`src/pfic_pkg.sv`:
```
package pfic_pkg;
	// register byte offsets
	localparam logic [11:0] PFIC_MSI_CTRL_OFS   = 12'h050;
	localparam logic [11:0] PFIC_MSIX_CTRL_OFS  = 12'h068;
	localparam logic [11:0] PFIC_TBL_LOC_OFS    = 12'h06c;
	localparam logic [11:0] PFIC_PBA_LOC_OFS    = 12'h070;
	localparam logic [11:0] PFIC_SETUP_OFS      = 12'h100;
	localparam logic [11:0] PFIC_MSI_CFG_OFS    = 12'h104;
	localparam logic [11:0] PFIC_TBL_SIZE_OFS   = 12'h108;
	localparam logic [11:0] PFIC_TBL_CFG_OFS    = 12'h10c;
	localparam logic [11:0] PFIC_PBA_CFG_OFS    = 12'h110;
	localparam logic [11:0] PFIC_LEGACY_CFG_OFS = 12'h114;
	localparam logic [11:0] PFIC_WIRE_STATE_OFS = 12'h118;
	localparam logic [11:0] PFIC_IRQ_STATUS_OFS = 12'h120;
	localparam logic [11:0] PFIC_IRQ_MASK_OFS   = 12'h124;
	// field positions
	localparam int PFIC_PRESENT_BIT    = 0;
	localparam int PFIC_MMC_LSB        = 17;
	localparam int PFIC_TSIZE_LSB      = 16;
	localparam int PFIC_SEL_LSB        = 0;
	localparam int PFIC_MSI_OPT_BIT    = 4;
	localparam int PFIC_PF_TBL_OPT_BIT = 5;
	localparam int PFIC_VF_TBL_OPT_BIT = 6;
	localparam int PFIC_SHARED_BIT     = 7;
	localparam int PFIC_BAR64_BIT      = 8;
	localparam int PFIC_VF_VIEW_BIT    = 9;
	localparam int PFIC_LINE_LSB       = 8;
	localparam int PFIC_LEG_EN_BIT     = 16;
	// event bits
	localparam int PFIC_EV_ASSERT  = 0;
	localparam int PFIC_EV_DEASSERT = 1;
	localparam int PFIC_EV_REFUSED = 2;
	localparam int PFIC_NUM_EV     = 3;
	// limits and reset values
	localparam logic [2:0]  PFIC_MMC_MAX      = 3'h5;
	localparam logic [2:0]  PFIC_BIR_MAX      = 3'h5;
	localparam logic [2:0]  PFIC_MMC_RST      = 3'h0;
	localparam logic [10:0] PFIC_TSIZE_RST    = 11'h000;
	localparam logic [31:0] PFIC_LOC_RST      = 32'h0000_0000;
	localparam logic [7:0]  PFIC_LINE_RST     = 8'h00;
	localparam logic [31:0] PFIC_SETUP_RST    = 32'h0000_0000;
	localparam int PFIC_MAX_PF   = 4;
	localparam int PFIC_NUM_PINS = 4;
endpackage

```
`src/pfic_top.sv`:
```
// Functional notes
// RULE1 - MSI count per PF: 1 to 32
// RULE2 - MSI option shows capability on all PFs
// RULE3 - PF/VF table options; PF option on all PFs
// RULE4 - per-PF table parameters, shared by its VFs
// RULE5 - read-only 11-bit table size at [26:16]
// RULE6 - table offset qword aligned, read-only
// RULE7 - table BAR 0-5, or 0/2/4 for 64-bit
// RULE8 - pending array offset qword aligned, read-only
// RULE9 - pending array BAR 0-5, or 0/2/4
// RULE10 - legacy pins A-D on PFs only
// RULE11 - assert/deassert message per input change
// RULE12 - separate pins or one shared pin
// RULE13 - per-PF interrupt line 0-255 in message
// RULE14 - one message per level change only
`timescale 1ns/100ps
module pfic_top #(
	parameter int NUM_PF = 4
) (
	// clock and reset
	input  wire logic        clk,
	input  wire logic        srst,
	// apb slave
	input  wire logic        psel,
	input  wire logic        penable,
	input  wire logic        pwrite,
	input  wire logic [11:0] paddr,
	input  wire logic [31:0] pwdata,
	output logic             pready,
	output logic [31:0]      prdata,
	output logic             pslverr,
	// legacy interrupt requests from application logic
	input  wire logic        legacy_irq_a_request,
	input  wire logic        legacy_irq_b_request,
	input  wire logic        legacy_irq_c_request,
	input  wire logic        legacy_irq_d_request,
	// legacy message towards the link
	output logic             msg_valid,
	input  wire logic        msg_ready,
	output logic             msg_assert,
	output logic [1:0]       msg_pin,
	output logic [7:0]       msg_line,
	output logic [1:0]       msg_func,
	// interrupt
	output logic             irq
);
	import pfic_pkg::*;

	if (NUM_PF < 1 || NUM_PF > PFIC_MAX_PF) begin : g_chk
		$error("pfic_top: NUM_PF must be 1 to 4");
	end

	logic [31:0] setup;
	logic [2:0]  msi_log2 [NUM_PF];
	logic [10:0] tbl_size [NUM_PF];
	logic [31:0] tbl_loc  [NUM_PF];
	logic [31:0] pba_loc  [NUM_PF];
	logic [1:0]  leg_pin  [NUM_PF];
	logic [7:0]  leg_line [NUM_PF];
	logic        leg_en   [NUM_PF];
	logic [PFIC_NUM_EV-1:0] ev_status;
	logic [PFIC_NUM_EV-1:0] ev_mask;
	logic [PFIC_NUM_EV-1:0] ev_set;
	logic [3:0]  req_meta;
	logic [3:0]  req_sync;
	logic [3:0]  wire_sent;
	logic [3:0]  wire_want;
	logic [1:0]  pin_func [PFIC_NUM_PINS];
	logic [1:0]  sel;
	logic        bar64;
	logic        wr_commit;
	logic        rd_commit;
	logic        refused;
	logic        hit;
	logic        busy_free;
	logic [1:0]  next_pin;
	logic        next_found;
	logic [31:0] next_rdata;
	logic        next_err;

	assign sel   = setup[PFIC_SEL_LSB +: 2];
	assign bar64 = setup[PFIC_BAR64_BIT];
	assign wr_commit = psel & penable & pready & pwrite;
	assign rd_commit = psel & penable & pready & ~pwrite;

	// RULE7 RULE9 bar check: 64-bit pairs need an even index
	function automatic logic bir_ok(input logic [2:0] b, input logic w64);
		bir_ok = (b <= PFIC_BIR_MAX) && !(w64 && b[0]);
	endfunction

	// one wait state keeps pready and prdata on flip-flops
	always_ff @(posedge clk) begin
		if (srst) begin
			pready  <= 1'b0;
			prdata  <= 32'h0000_0000;
			pslverr <= 1'b0;
		end else begin
			pready  <= psel & penable & ~pready;
			prdata  <= next_rdata;
			pslverr <= psel & penable & ~pready & next_err;
		end
	end

	// writes to the shared setup word
	always_ff @(posedge clk) begin
		if (srst) begin
			setup <= PFIC_SETUP_RST;
		end else if (wr_commit && paddr == PFIC_SETUP_OFS) begin
			setup <= {22'h000000, pwdata[9:0]};
		end
	end

	// per-function setup, addressed through the selected function
	always_ff @(posedge clk) begin
		if (srst) begin
			for (int i = 0; i < NUM_PF; i++) begin
				msi_log2[i] <= PFIC_MMC_RST;
				tbl_size[i] <= PFIC_TSIZE_RST;
				tbl_loc[i]  <= PFIC_LOC_RST;
				pba_loc[i]  <= PFIC_LOC_RST;
				leg_pin[i]  <= 2'h0;
				leg_line[i] <= PFIC_LINE_RST;
				leg_en[i]   <= 1'b0;
			end
		end else if (wr_commit && !refused) begin
			for (int i = 0; i < NUM_PF; i++) begin
				if (sel == 2'(i)) begin
					case (paddr)
						// RULE1 count stored as log2
						PFIC_MSI_CFG_OFS: begin
							msi_log2[i] <= pwdata[2:0];
						end
						// RULE4 RULE5 one table size per PF
						PFIC_TBL_SIZE_OFS: begin
							tbl_size[i] <= pwdata[10:0];
						end
						// RULE6 low three bits carry the BAR index
						PFIC_TBL_CFG_OFS: begin
							tbl_loc[i] <= pwdata;
						end
						// RULE8 pending array offset, same layout
						PFIC_PBA_CFG_OFS: begin
							pba_loc[i] <= pwdata;
						end
						// RULE10 RULE13 pin, line and enable per PF
						PFIC_LEGACY_CFG_OFS: begin
							leg_pin[i]  <= pwdata[1:0];
							leg_line[i] <= pwdata[PFIC_LINE_LSB +: 8];
							leg_en[i]   <= pwdata[PFIC_LEG_EN_BIT];
						end
						default: begin
						end
					endcase
				end
			end
		end
	end

	// illegal counts, bars or an absent function are refused whole
	always_comb begin
		refused = 1'b0;
		// widened: a count of four wraps to zero in two bits
		if ({1'b0, sel} >= 3'(NUM_PF) && paddr >= PFIC_MSI_CFG_OFS
		    && paddr <= PFIC_LEGACY_CFG_OFS)
			refused = 1'b1;
		// RULE1 counts above 32 refused
		if (paddr == PFIC_MSI_CFG_OFS && pwdata[2:0] > PFIC_MMC_MAX)
			refused = 1'b1;
		// RULE7 RULE9 illegal bar index refused
		if ((paddr == PFIC_TBL_CFG_OFS || paddr == PFIC_PBA_CFG_OFS)
		    && !bir_ok(pwdata[2:0], bar64))
			refused = 1'b1;
	end

	// read mux; config space words follow the selected function
	always_comb begin
		next_rdata = 32'h0000_0000;
		next_err   = 1'b0;
		hit        = ({1'b0, sel} < 3'(NUM_PF));
		case (paddr)
			// RULE2 present on every PF, never on a VF view
			PFIC_MSI_CTRL_OFS: begin
				if (hit && setup[PFIC_MSI_OPT_BIT]
				    && !setup[PFIC_VF_VIEW_BIT]) begin
					next_rdata[PFIC_PRESENT_BIT] = 1'b1;
					next_rdata[PFIC_MMC_LSB +: 3] = msi_log2[sel];
				end
			end
			// RULE3 RULE4 RULE5 VF view shares its PF's table
			PFIC_MSIX_CTRL_OFS: begin
				if (hit && (setup[PFIC_VF_VIEW_BIT] ?
				    setup[PFIC_VF_TBL_OPT_BIT] :
				    setup[PFIC_PF_TBL_OPT_BIT])) begin
					next_rdata[PFIC_PRESENT_BIT] = 1'b1;
					next_rdata[PFIC_TSIZE_LSB +: 11] = tbl_size[sel];
				end
			end
			PFIC_TBL_LOC_OFS: begin
				if (hit)
					next_rdata = tbl_loc[sel];
			end
			PFIC_PBA_LOC_OFS: begin
				if (hit)
					next_rdata = pba_loc[sel];
			end
			PFIC_SETUP_OFS: begin
				next_rdata = setup;
			end
			PFIC_MSI_CFG_OFS: begin
				if (hit)
					next_rdata = {29'h0, msi_log2[sel]};
			end
			PFIC_TBL_SIZE_OFS: begin
				if (hit)
					next_rdata = {21'h0, tbl_size[sel]};
			end
			PFIC_TBL_CFG_OFS: begin
				if (hit)
					next_rdata = tbl_loc[sel];
			end
			PFIC_PBA_CFG_OFS: begin
				if (hit)
					next_rdata = pba_loc[sel];
			end
			PFIC_LEGACY_CFG_OFS: begin
				if (hit)
					next_rdata = {15'h0, leg_en[sel], leg_line[sel],
					              6'h0, leg_pin[sel]};
			end
			PFIC_WIRE_STATE_OFS: begin
				next_rdata = {24'h0, req_sync, wire_sent};
			end
			PFIC_IRQ_STATUS_OFS: begin
				next_rdata = {29'h0, ev_status};
			end
			PFIC_IRQ_MASK_OFS: begin
				next_rdata = {29'h0, ev_mask};
			end
			default: begin
				next_err = 1'b1;
			end
		endcase
	end

	// request pins are asynchronous to clk
	always_ff @(posedge clk) begin
		if (srst) begin
			req_meta <= 4'h0;
			req_sync <= 4'h0;
		end else begin
			req_meta <= {legacy_irq_d_request, legacy_irq_c_request,
			             legacy_irq_b_request, legacy_irq_a_request};
			req_sync <= req_meta;
		end
	end

	// wanted wire level per pin; lowest enabled PF owns the message
	generate
		for (genvar p = 0; p < PFIC_NUM_PINS; p++) begin : g_pin
			logic used;
			always_comb begin
				used = 1'b0;
				pin_func[p] = 2'h0;
				for (int i = NUM_PF - 1; i >= 0; i--) begin
					// RULE12 shared mode puts every PF on pin A
					if (leg_en[i] && (setup[PFIC_SHARED_BIT] ?
					    (p == 0) : (leg_pin[i] == 2'(p)))) begin
						used = 1'b1;
						pin_func[p] = 2'(i);
					end
				end
			end
			// RULE12 shared pin is the OR of all requests
			assign wire_want[p] = used & (setup[PFIC_SHARED_BIT] ?
			                      |req_sync : req_sync[p]);
		end
	endgenerate

	always_comb begin
		next_found = 1'b0;
		next_pin   = 2'h0;
		for (int p = PFIC_NUM_PINS - 1; p >= 0; p--) begin
			if (wire_want[p] != wire_sent[p]) begin
				next_found = 1'b1;
				next_pin   = 2'(p);
			end
		end
	end

	assign busy_free = !msg_valid || msg_ready;

	// RULE11 RULE14 a message only where want and sent differ
	always_ff @(posedge clk) begin
		if (srst) begin
			msg_valid  <= 1'b0;
			msg_assert <= 1'b0;
			msg_pin    <= 2'h0;
			msg_line   <= 8'h00;
			msg_func   <= 2'h0;
			wire_sent  <= 4'h0;
		end else if (busy_free) begin
			msg_valid <= next_found;
			if (next_found) begin
				msg_assert <= wire_want[next_pin];
				msg_pin    <= next_pin;
				// RULE13 line of the owning PF
				msg_line   <= leg_line[pin_func[next_pin]];
				msg_func   <= pin_func[next_pin];
				wire_sent[next_pin] <= wire_want[next_pin];
			end
		end
	end

	// sticky events; a new event beats a same-cycle clear
	always_comb begin
		ev_set = '0;
		ev_set[PFIC_EV_ASSERT]   = msg_valid & msg_ready & msg_assert;
		ev_set[PFIC_EV_DEASSERT] = msg_valid & msg_ready & ~msg_assert;
		ev_set[PFIC_EV_REFUSED]  = wr_commit & refused;
	end

	always_ff @(posedge clk) begin
		if (srst) begin
			ev_status <= '0;
			ev_mask   <= '0;
			irq       <= 1'b0;
		end else begin
			if (wr_commit && paddr == PFIC_IRQ_STATUS_OFS)
				ev_status <= (ev_status & ~pwdata[PFIC_NUM_EV-1:0]) | ev_set;
			else
				ev_status <= ev_status | ev_set;
			if (wr_commit && paddr == PFIC_IRQ_MASK_OFS)
				ev_mask <= pwdata[PFIC_NUM_EV-1:0];
			irq <= |(ev_status & ev_mask);
		end
	end
endmodule

```
`config.mk`:
```
export PLATFORM = sky130hd
export DESIGN_NAME = pfic_top
export DESIGN_NICKNAME = d
export VERILOG_FILES = /design/src/pfic_pkg.sv /design/src/pfic_top.sv
export SDC_FILE = /design/constraint.sdc
export NUM_CORES = 1
export LEC_CHECK = 0
export ABC_AREA = 1
export BUFFER_PORTS_ARGS = -buffer_cell sky130_fd_sc_hd__buf_2
export CORE_MARGIN = 2
export CORE_UTILIZATION = 55
export DETAILED_ROUTE_END_ITERATION = 6
export MAX_ROUTING_LAYER = met4
export PLACE_DENSITY_LB_ADDON = 0.08
export SLEW_MARGIN = 25
export SYNTH_ARGS = -nofsm -noshare
export SYNTH_HDL_FRONTEND = slang
export SYNTH_SLANG_ARGS = --single-unit
```
`constraint.sdc`:
```
create_clock -name clk -period 3.7 [get_ports clk]
set_clock_uncertainty 0.15 [all_clocks]
set_input_delay 0.37 -clock clk [delete_from_list [all_inputs] [get_ports clk]]
set_output_delay 0.37 -clock clk [all_outputs]
set_load 0.1 [all_outputs]
```
Word-level counts from Yosys, hierarchy flattened
Memory sizes are Yosys's and may differ from the RTL's. A register that Yosys moved wholly into a read port is not among the register bits.
Index checks and enable logic that the tools add are counted.
- memories kept: 7
- memory bits (writable): 356
- register bits: 69
- output and inout port bits: 49
- input bits: 54
- word-level logic and storage cells: 363
- memory list (memory ; words ; bits a word ; rd ports ; clocked after Yosys merged registers in ; wr ports ; line ; source):
    pba_loc ; 4 ; 32 ; 1 ; 1 ; 4 ; pfic_top.sv:57 ; logic [31:0] pba_loc [NUM_PF];
    tbl_loc ; 4 ; 32 ; 1 ; 1 ; 4 ; pfic_top.sv:56 ; logic [31:0] tbl_loc [NUM_PF];
    tbl_size ; 4 ; 11 ; 1 ; 1 ; 4 ; pfic_top.sv:55 ; logic [10:0] tbl_size [NUM_PF];
    leg_line ; 4 ; 8 ; 2 ; 2 ; 4 ; pfic_top.sv:59 ; logic [7:0] leg_line [NUM_PF];
    msi_log2 ; 4 ; 3 ; 1 ; 1 ; 4 ; pfic_top.sv:54 ; logic [2:0] msi_log2 [NUM_PF];
    leg_pin ; 4 ; 2 ; 5 ; 1 ; 4 ; pfic_top.sv:58 ; logic [1:0] leg_pin [NUM_PF];
    1 more memories ; - ; - ; - ; - ; - ; - ;
- bitwise gates (word level): 49
- order comparisons: 5
- equal/unequal tests: 32
- reductions and logical operators: 44
- muxes and demuxes: 212
- operators by type and width (cell ; number):
    2-to-1 mux 32 bit ; 8
    2-to-1 mux 1 bit ; 139
    case mux 15 bit (9 select lines) ; 1
    == test 12 x 9 -> 1 bit, second input constant ; 9
    2-to-1 mux 2 bit ; 40
    2-to-1 mux 11 bit ; 5
    == test 12 x 7 -> 1 bit, second input constant ; 4
    2-to-1 mux 8 bit ; 4
    OR 1 bit ; 28
    logical AND 1 bit ; 26
    case mux 7 bit (3 select lines) ; 1
    == test 2 bit, second input constant ; 10
    2-to-1 mux 3 bit ; 6
    AND 1 bit ; 13
    OR reduction 13 bit ; 1
    case mux 3 bit (4 select lines) ; 1
    case mux 1 bit (11 select lines) ; 1
    == test 2 x 1 -> 1 bit, second input constant ; 5
    logical NOT 2 bit ; 5
    case mux 5 bit (2 select lines) ; 1
    AND 3 bit ; 2
    OR 3 bit ; 2
    logical NOT 1 bit ; 5
    binary-select mux 2 bit (select 2 bit) ; 1
    other kinds (18) ; 24

Longest topological paths before layout
Gate-level depths: netlist of the first run.
An unclocked memory read counts as a cell.
- depth after elaboration: 19
- mapped depth: 22
- depth with buffers taken out: 20

Worst setup path after synthesis of the first run
OpenSTA, ideal clock, no wires.
- path type: flip-flop to flip-flop
- from: register pready
- to: memory pba_loc[2][0] (enable)
- path buffers: 0
- required time: 3084 ps
- clock period less this slack: 4446 ps
- arrival: 3830 ps
- library setup time: 466 ps
- cell stages (with the launch flop): 5
- setup slack: -746 ps
- cells stage by stage: dfxtp_1 > nand4_1 > nor2_1 > nand2_1 > o21ai_0
- RTL lines (what ; line ; source):
    start, declared ; pfic_top.sv:29 ; output logic pready,
    start signal, assigned ; pfic_top.sv:98 ; pready <= psel & penable & ~pready;
    end, declared ; pfic_top.sv:57 ;

Final worst setup path of the first run
- from: register setup[7]
- to: register msg_line[1] (read register of leg_line)
- longest elaborated chain between the ends: 16
- elaborated cells on any way between the ends: 89
- those cells by class: 4 x eq/ne; 63 x mux; 5 x bitwise; 17 x reduce/logical
- RTL lines (what ; line ; source):
    start, declared ; pfic_top.sv:53 ; logic [31:0] setup;
    start signal, assigned ; pfic_top.sv:109 ; setup <= {22'h000000, pwdata[9:0]};
    2-to-1 mux 1 bit ; pfic_top.sv:266 ; if (leg_en[i] && (setup[PFIC_SHARED_BIT] ?
    logical AND 1 bit ; pfic_top.sv:266 ;
    2-to-1 mux 1 bit (4 in series) ; pfic_top.sv:266 ;
    AND 1 bit ; pfic_top.sv:274 ; assign wire_want[p] = used & (setup[PFIC_SHARED_BIT] ?
    inequality test 1 bit ; pfic_top.sv:283 ; if (wire_want[p] != wire_sent[p]) begin
    2-to-1 mux 2 bit (4 in series) ; pfic_top.sv:283 ;
    inverter 2 -> 3 bit (not written as such) ; pfic_top.sv:307 ; msg_line <= leg_line[pin_func[next_pin]];
    binary-select mux 2 bit (select 2 bit) ; pfic_top.sv:307 ;
    2-to-1 mux 2 bit (not written as such) (2 in series) ; pfic_top.sv:307 ;
    end, declared ; pfic_top.sv:42 ; output logic [7:0] msg_line,
Several ways; a longest one is shown, not always the timed one. The select of a mux whose other input is x is not followed.
A chain may end at the register's enable or synchronous reset.

==> results of run 1 <==
## what timing repair did
item                                    4_1_cts  5_1_grt
gates resized for setup                       0        0
hold endpoints to repair                      7        0
hold buffers                                  7        0
endpoints found under the setup margin        0        0
## cell families (layout without fill, tap and decap cells)
logic type	after synthesis	after routing	share of synthesized area [%]
AND/OR/NAND/NOR	942	942	19.8
flip-flops	435	435	62.9
buffers and inverters	278	394	5.50
AO/OA/AOI/OAI	402	402	11.8
## metrics by stage
step	TNS, ps	power [uW]	hold WS, ps	utilization [%]
floorplan	-47740	6320	238	-
global placement	0	6550	249	58.4
detailed placement	0	6560	248	58.4
CTS	0	11100	24.0	62.9
global route	0	11400	46.9	62.9
finish	0	11100	45.3	62.9
## routing by layer
metal  wire (um)  track usage (%)
met1       23800             43.7
met2       26100             49.5
met3        4820             4.51
met4        1500             10.1
met5           0                -
## power by group through the flow
stage / Combinational [uW] / Clock, uW / Sequential (uW)
final: 941 / 4610 / 5530
after global placement: 927 / 0 / 5620
after global routing: 1020 / 4830 / 5540
after floorplan: 405 / 0 / 5910
after detailed placement: 934 / 0 / 5630
after CTS: 944 / 4650 / 5530
## layout by cell type (no fill, tap or decap), types with 3 or more instances in the layout
master	netlist	final
a21oi_1	74	74
a221oi_1	19	19
a22oi_1	3	3
a32o_1	10	10
buf_12	0	5
buf_2	3	102
buf_4	0	50
bufinv_16	0	4
clkbuf_1	118	17
clkbuf_16	0	46
clkbuf_8	0	6
clkinv_1	3	9
clkinv_2	0	3
dfxtp_1	79	77
dlygate4sd3_1	0	7
edfxtp_1	356	356
inv_1	135	134
inv_2	5	5
inv_6	1	3
nand2_1	224	224
nand2_2	16	16
nand2_4	7	7
nand3_1	69	69
nand3b_1	4	4
nand4_1	10	10
nor2_1	579	579
nor2_2	4	4
nor2_4	3	3
nor3_1	14	14
nor3b_2	4	4
nor4_1	3	3
o211ai_1	4	4
o21ai_0	203	201
o21ai_1	4	4
o221ai_1	5	5
o22ai_1	70	70
## cell type report
type	count	area [um^2]
inverter	144	548
timing repair buffer	164	1060
sequential	435	12300
tap	461	577
fill	2955	13100
clock buffer	69	1300
clock inverter	17	199
multi-input combinational	1344	6200
## worst paths after layout
path / startpoint / slack (ps) / depth (start not counted) / end
worst max register to register: setup[7] / 710 / 14 / msg_line[1]
worst min-delay path: pwdata[2] / 50 / 5 / ev_status[2]
worst max-delay path: setup[7] / 710 / 14 / msg_line[1]
worst min register to register: req_meta[2] / 260 / 2 / req_sync[2]
## state kept, by name, summed over array words and instances, names as in the netlist, 8 cells and up, named ones only
register,flops
leg_line,32
tbl_size,44
prdata,32
setup,10
tbl_loc,128
leg_pin,8
pba_loc,128
msg_line,8
msi_log2,12
## worst register-to-register path, delay by kind of cell (launching register included)
family	cells	cell delay, ps
AO/OA/AOI/OAI	2	630
flip-flops	1	390
buffers and inverters	2	530
AND/OR/NAND/NOR	10	1180
==> flow_summary.yaml, run 1 <==
synthesis:
  ys.flop_type: "edfxtp_1"
  yosys-top-cells-count: "nor2_1, edfxtp_1, nand2_1, o21ai_0, inv_1"
  synth.most_common_cell: "nor2_1"
  postSynth.asyncResetShare_pct: 0
  avgSynthCellArea_um2: 9.49
  synth-seq-cells: 435
  netlist_area_mm2: 0.0195
  synth_warnings: 0
  synth_area_leaders: "edfxtp_1, nor2_1, dfxtp_1"
  synth.largest_area_cell: "edfxtp_1"
  ys_seq_area_share_pct: 62.9
  syn_nets: 2111
  synth_cells: 2057
  synthDistinctLibCells: 43
  synth_edf_count: 356
  synth_top_area_share_pct: 54.8
clock_tree:
  cts-root-buf: "clkbuf_16"
  htree_num_levels: 2
  clkLatencyLatePin_ps: 590
  cts_tree: "done"
  clk_pin_slew_ps: 60
  cts_setup_buffers: 0
  clockBufferDepth: 3
  cts_made_buffers: 46
  clock-sinks: 435
detailed_routing:
  totalWireLength_mm: 56.2
  ant_nets: 0
  drt_iter0_drc: 1499
  first_pass_iters: 6
  drc: 0
  via_count: 15441
  wl_per_cell_um: 21.3
  routed_via_density: 5.86
timing:
  min_period_over_period_pct: 80.9
  fmax_ghz: 0.334
  finalSetupViolations: 0
  drv_slew: 0
  setup_slack_ps: 707
  rsz0062_at_grt: "no"
  fin_crit_ps: 2990
  hold_viol_final: 0
  tightest_slew_ps: 999
  slew_headroom_pct: 33.0
job:
  cap_violations: 0
critical_path:
  cpMostUsedCell: "nand2_1"
  path_buf_inv: 2
  start_kind: "register"
  critical_path.top_delay_family: "simple AND/OR/NAND/NOR gates"
  cp.required_ps: 4020
  crit_slowest_cell: "a31oi_4"
  crit_chain: "inv_2 > nand2_1 > nor2_1 > nor2_2 > nand2_1 > nand3_1 > nand2_2 > a21oi_2 > a31oi_4 > inv_1 > nor2_2 > nand3_1 > nand2_1 > nor2_1"
  cp.arrival_ps: 3310
  endpoint_kind: "register"
  path_max_fanout: 24
  worstSetupPathType: "register to register"
  cpPeakStageDelay_ps: 560
power:
  p_int_uw: 8360
  seq_power_share_pct: 49.9
  power_density_mw_per_mm2: 500
  pwr-share-comb_pct: 8.5
  power.leakage_uw: 0.00901
  p_clk_share_pct: 41.6
  peakVddDrop_uv: 573
  swShare_pct: 24.5
  switching_power_uw: 2720
global_routing:
  grt-ovfl-total: 0
  grt_usage_pct: 31.8
  grt_max_degree: 111
  antenna_found_initial: 0
  grt_pass1_wl_mm: 85.2
  grt_pass1_vias: 14608
floorplanning:
  die_y_um: 192
  die_w_um: 192
  initial_core_util_pct: 55.4
  num_rows: 69
  io-pin-count: 103
  dieArea_mm2: 0.0370
  fp.coreArea_mm2: 0.0352
placement:
  placed_cells: 2541
  dpl_worst_slack_ps: 606
  hpwl_mm: 34.6
  placed_area_mm2: 0.0206
  gp_congestion: 0.920
  numPortBuffers: 102
hold_path:
  worstHoldPathType: "input port to register"
layout:
  final_cells: 2634
  fin_area_mm2: 0.0222
  areaGrowthSynthToFinish_pct: 13.5
  drive_above_1_share_pct: 12.5
  finish.net_count: 2189
  antenna_cells: 0
status:
  status: "complete, no violations"
Note: power is estimated with default switching activity, not from simulation.
==> inputs of run 2 (changes only) <==
- CORE_UTILIZATION: 55 -> 61
- clock period: 3.7 -> 3 ns (I/O delays scaled with it)
==> run 2 against run 1 <==
Effect of this change:
- die area shrank 9.6%
- flip-flop and latch count unchanged
- largest cell class unchanged
- sequential share of layout area is 0.19 points lower
- non-clock buffer count rose by 16
- largest power group unchanged
- critical endpoint is now msg_line[6]
==> flow_summary.yaml, run 2 (synthesis gave the netlist of run 1 again) <==
status:
  status: "complete, no violations"
timing:
  tightest_slew_ps: 841
  min_period_over_period_pct: 88.8
  hold_viol_final: 0
  fin_crit_ps: 2670
  slew_headroom_pct: 43.6
  setup_slack_ps: 335
  fmax_ghz: 0.375
  rsz0062_at_grt: "no"
  drv_slew: 0
  finalSetupViolations: 0
global_routing:
  grt_pass1_vias: 14720
  grt-ovfl-total: 0
  grt_max_degree: 126
  antenna_found_initial: 1
  grt_usage_pct: 33.7
  grt_pass1_wl_mm: 82.9
power:
  power_density_mw_per_mm2: 596
  pwr-share-comb_pct: 8.9
  switching_power_uw: 3310
  power.leakage_uw: 0.00910
  peakVddDrop_uv: 518
  p_clk_share_pct: 39.7
  seq_power_share_pct: 51.5
  swShare_pct: 25.0
  p_int_uw: 9940
detailed_routing:
  first_pass_iters: 5
  ant_nets: 0
  routed_via_density: 5.98
  totalWireLength_mm: 54.5
  wl_per_cell_um: 21.1
  drc: 0
  via_count: 15473
  drt_iter0_drc: 1742
layout:
  multi_input_area_mm2: 0.00622
  finish.net_count: 2203
  fin_area_mm2: 0.0222
  fill_cells: 2410
  drive_above_1_share_pct: 13.6
  layout_common_cells: "nor2_1, edfxtp_1, nand2_1, o21ai_0, inv_1"
  areaGrowthSynthToFinish_pct: 13.9
  final_cells: 2588
  finish.utilization_pct: 70.5
  regArea_mm2: 0.0123
  largestRegisters: "pba_loc: 128 flops, tbl_loc: 128 flops, tbl_size: 44 flops"
  layout_commonest_cell: "nor2_1"
clock_tree:
  clk_pin_slew_ps: 60
  cts-root-buf: "clkbuf_16"
  htree_num_levels: 2
  clock-sinks: 435
  cts_made_buffers: 44
  clkLatencyLatePin_ps: 550
  clockBufferDepth: 3
  cts_tree: "done"
job:
  cap_violations: 0
critical_path:
  endpoint_kind: "register"
  cp.arrival_ps: 2950
  cp-startpoint: "setup[7]"
  path_max_fanout: 16
  start_kind: "register"
  worst_r2r_startpoint: "setup[7]"
  worstSetupPathType: "register to register"
  cp.required_ps: 3280
placement:
  placed_cells: 2498
  hpwl_mm: 33.9
  dpl_worst_slack_ps: 180
  placed_area_mm2: 0.0208
  numPortBuffers: 102
  gp_congestion: 0.912
floorplanning:
  fp.coreArea_mm2: 0.0316
  num_rows: 65
  die_w_um: 183
  initial_core_util_pct: 61.9
  die_y_um: 183
  dieArea_mm2: 0.0335
  io-pin-count: 103
hold_path:
  worstHoldPathType: "input port to register"
  hp-start: "pwdata[30]"
## run 2: cell types whose count changed in the layout (fill, tap and decap cells not counted), moves of 7 or more
cell	delta
buf_4	+7
clkinv_2	+9
clkbuf_1	-7
buf_12	+9
## run 2: critical path, stage by stage (launching register included)
cell and delay (ps):
dfxtp_2 360, inv_4 160, nand2_1 130, nor2_1 200, nor2_2 70, nand2_2 90
nand3_1 130, nand2_2 120, nand2_2 60, nand2_2 100, nand2_4 120, nand2_1 90
nand2_1 80, nand2_4 120, nand2_4 130, inv_2 160, nor2_1 70, nor3b_2 160
nor2_1 50
## run 2: area by class of cell
cell class | instances | share of cell area, %
antenna | 1 | 0.0113
sequential | 435 | 55.2
timing repair buffer | 180 | 5.80
tap | 402 | 2.26
multi-input combinational | 1344 | 28.0
inverter | 144 | 2.48
clock buffer | 59 | 5.48
clock inverter | 23 | 0.765
## run 2: what timing repair did
item,4_1_cts,5_1_grt
endpoints found under the setup margin,0,10
hold endpoints to repair,7,0
hold buffers,7,0
resized for setup,0,4
setup buffers,0,0
## run 2: final timing paths
path / to / slack, ps / depth (start not counted)
worst max-delay path: msg_line[6] / 330 / 18
worst min-delay path: pba_loc[3][30] / 7 / 3
worst min register to register: req_sync[3] / 260 / 2
worst max register to register: msg_line[6] / 330 / 18
## run 2: power by group through the flow
| stage | Clock [uW] | Combinational (uW) | Sequential (uW) |
|---|---|---|---|
| 2_1_floorplan | 0 | 502 | 7290 |
| 3_3_place_gp | 0 | 1150 | 6940 |
| 3_5_place_dp | 0 | 1160 | 6940 |
| 4_1_cts | 5290 | 1170 | 6820 |
| 5_1_grt | 5550 | 1260 | 6840 |
| 6_report | 5260 | 1170 | 6820 |
## run 2: layer usage
| layer | wire [um] | vias to the layer above | part of all wire, % | track usage [%] |
|---|---|---|---|---|
| met5 | 0 | - | 0 | - |
| met4 | 1920 | 0 | 3.5 | 11.9 |
| met3 | 5940 | 133 | 11 | 6.14 |
| met2 | 25000 | 919 | 46 | 52.1 |
| met1 | 21700 | 7230 | 40 | 45.4 |
| li1 | - | 7191 | - | - |
## run 2: through the flow
stage | TNS [ps] | hold slack, ps | total power, uW
after floorplan | -37510 | 238 | 7790
after global placement | 0 | 247 | 8080
after detailed placement | 0 | 250 | 8100
after CTS | 0 | 2.84 | 13300
after global routing | 0 | 29.9 | 13600
final | 0 | 7.35 | 13200
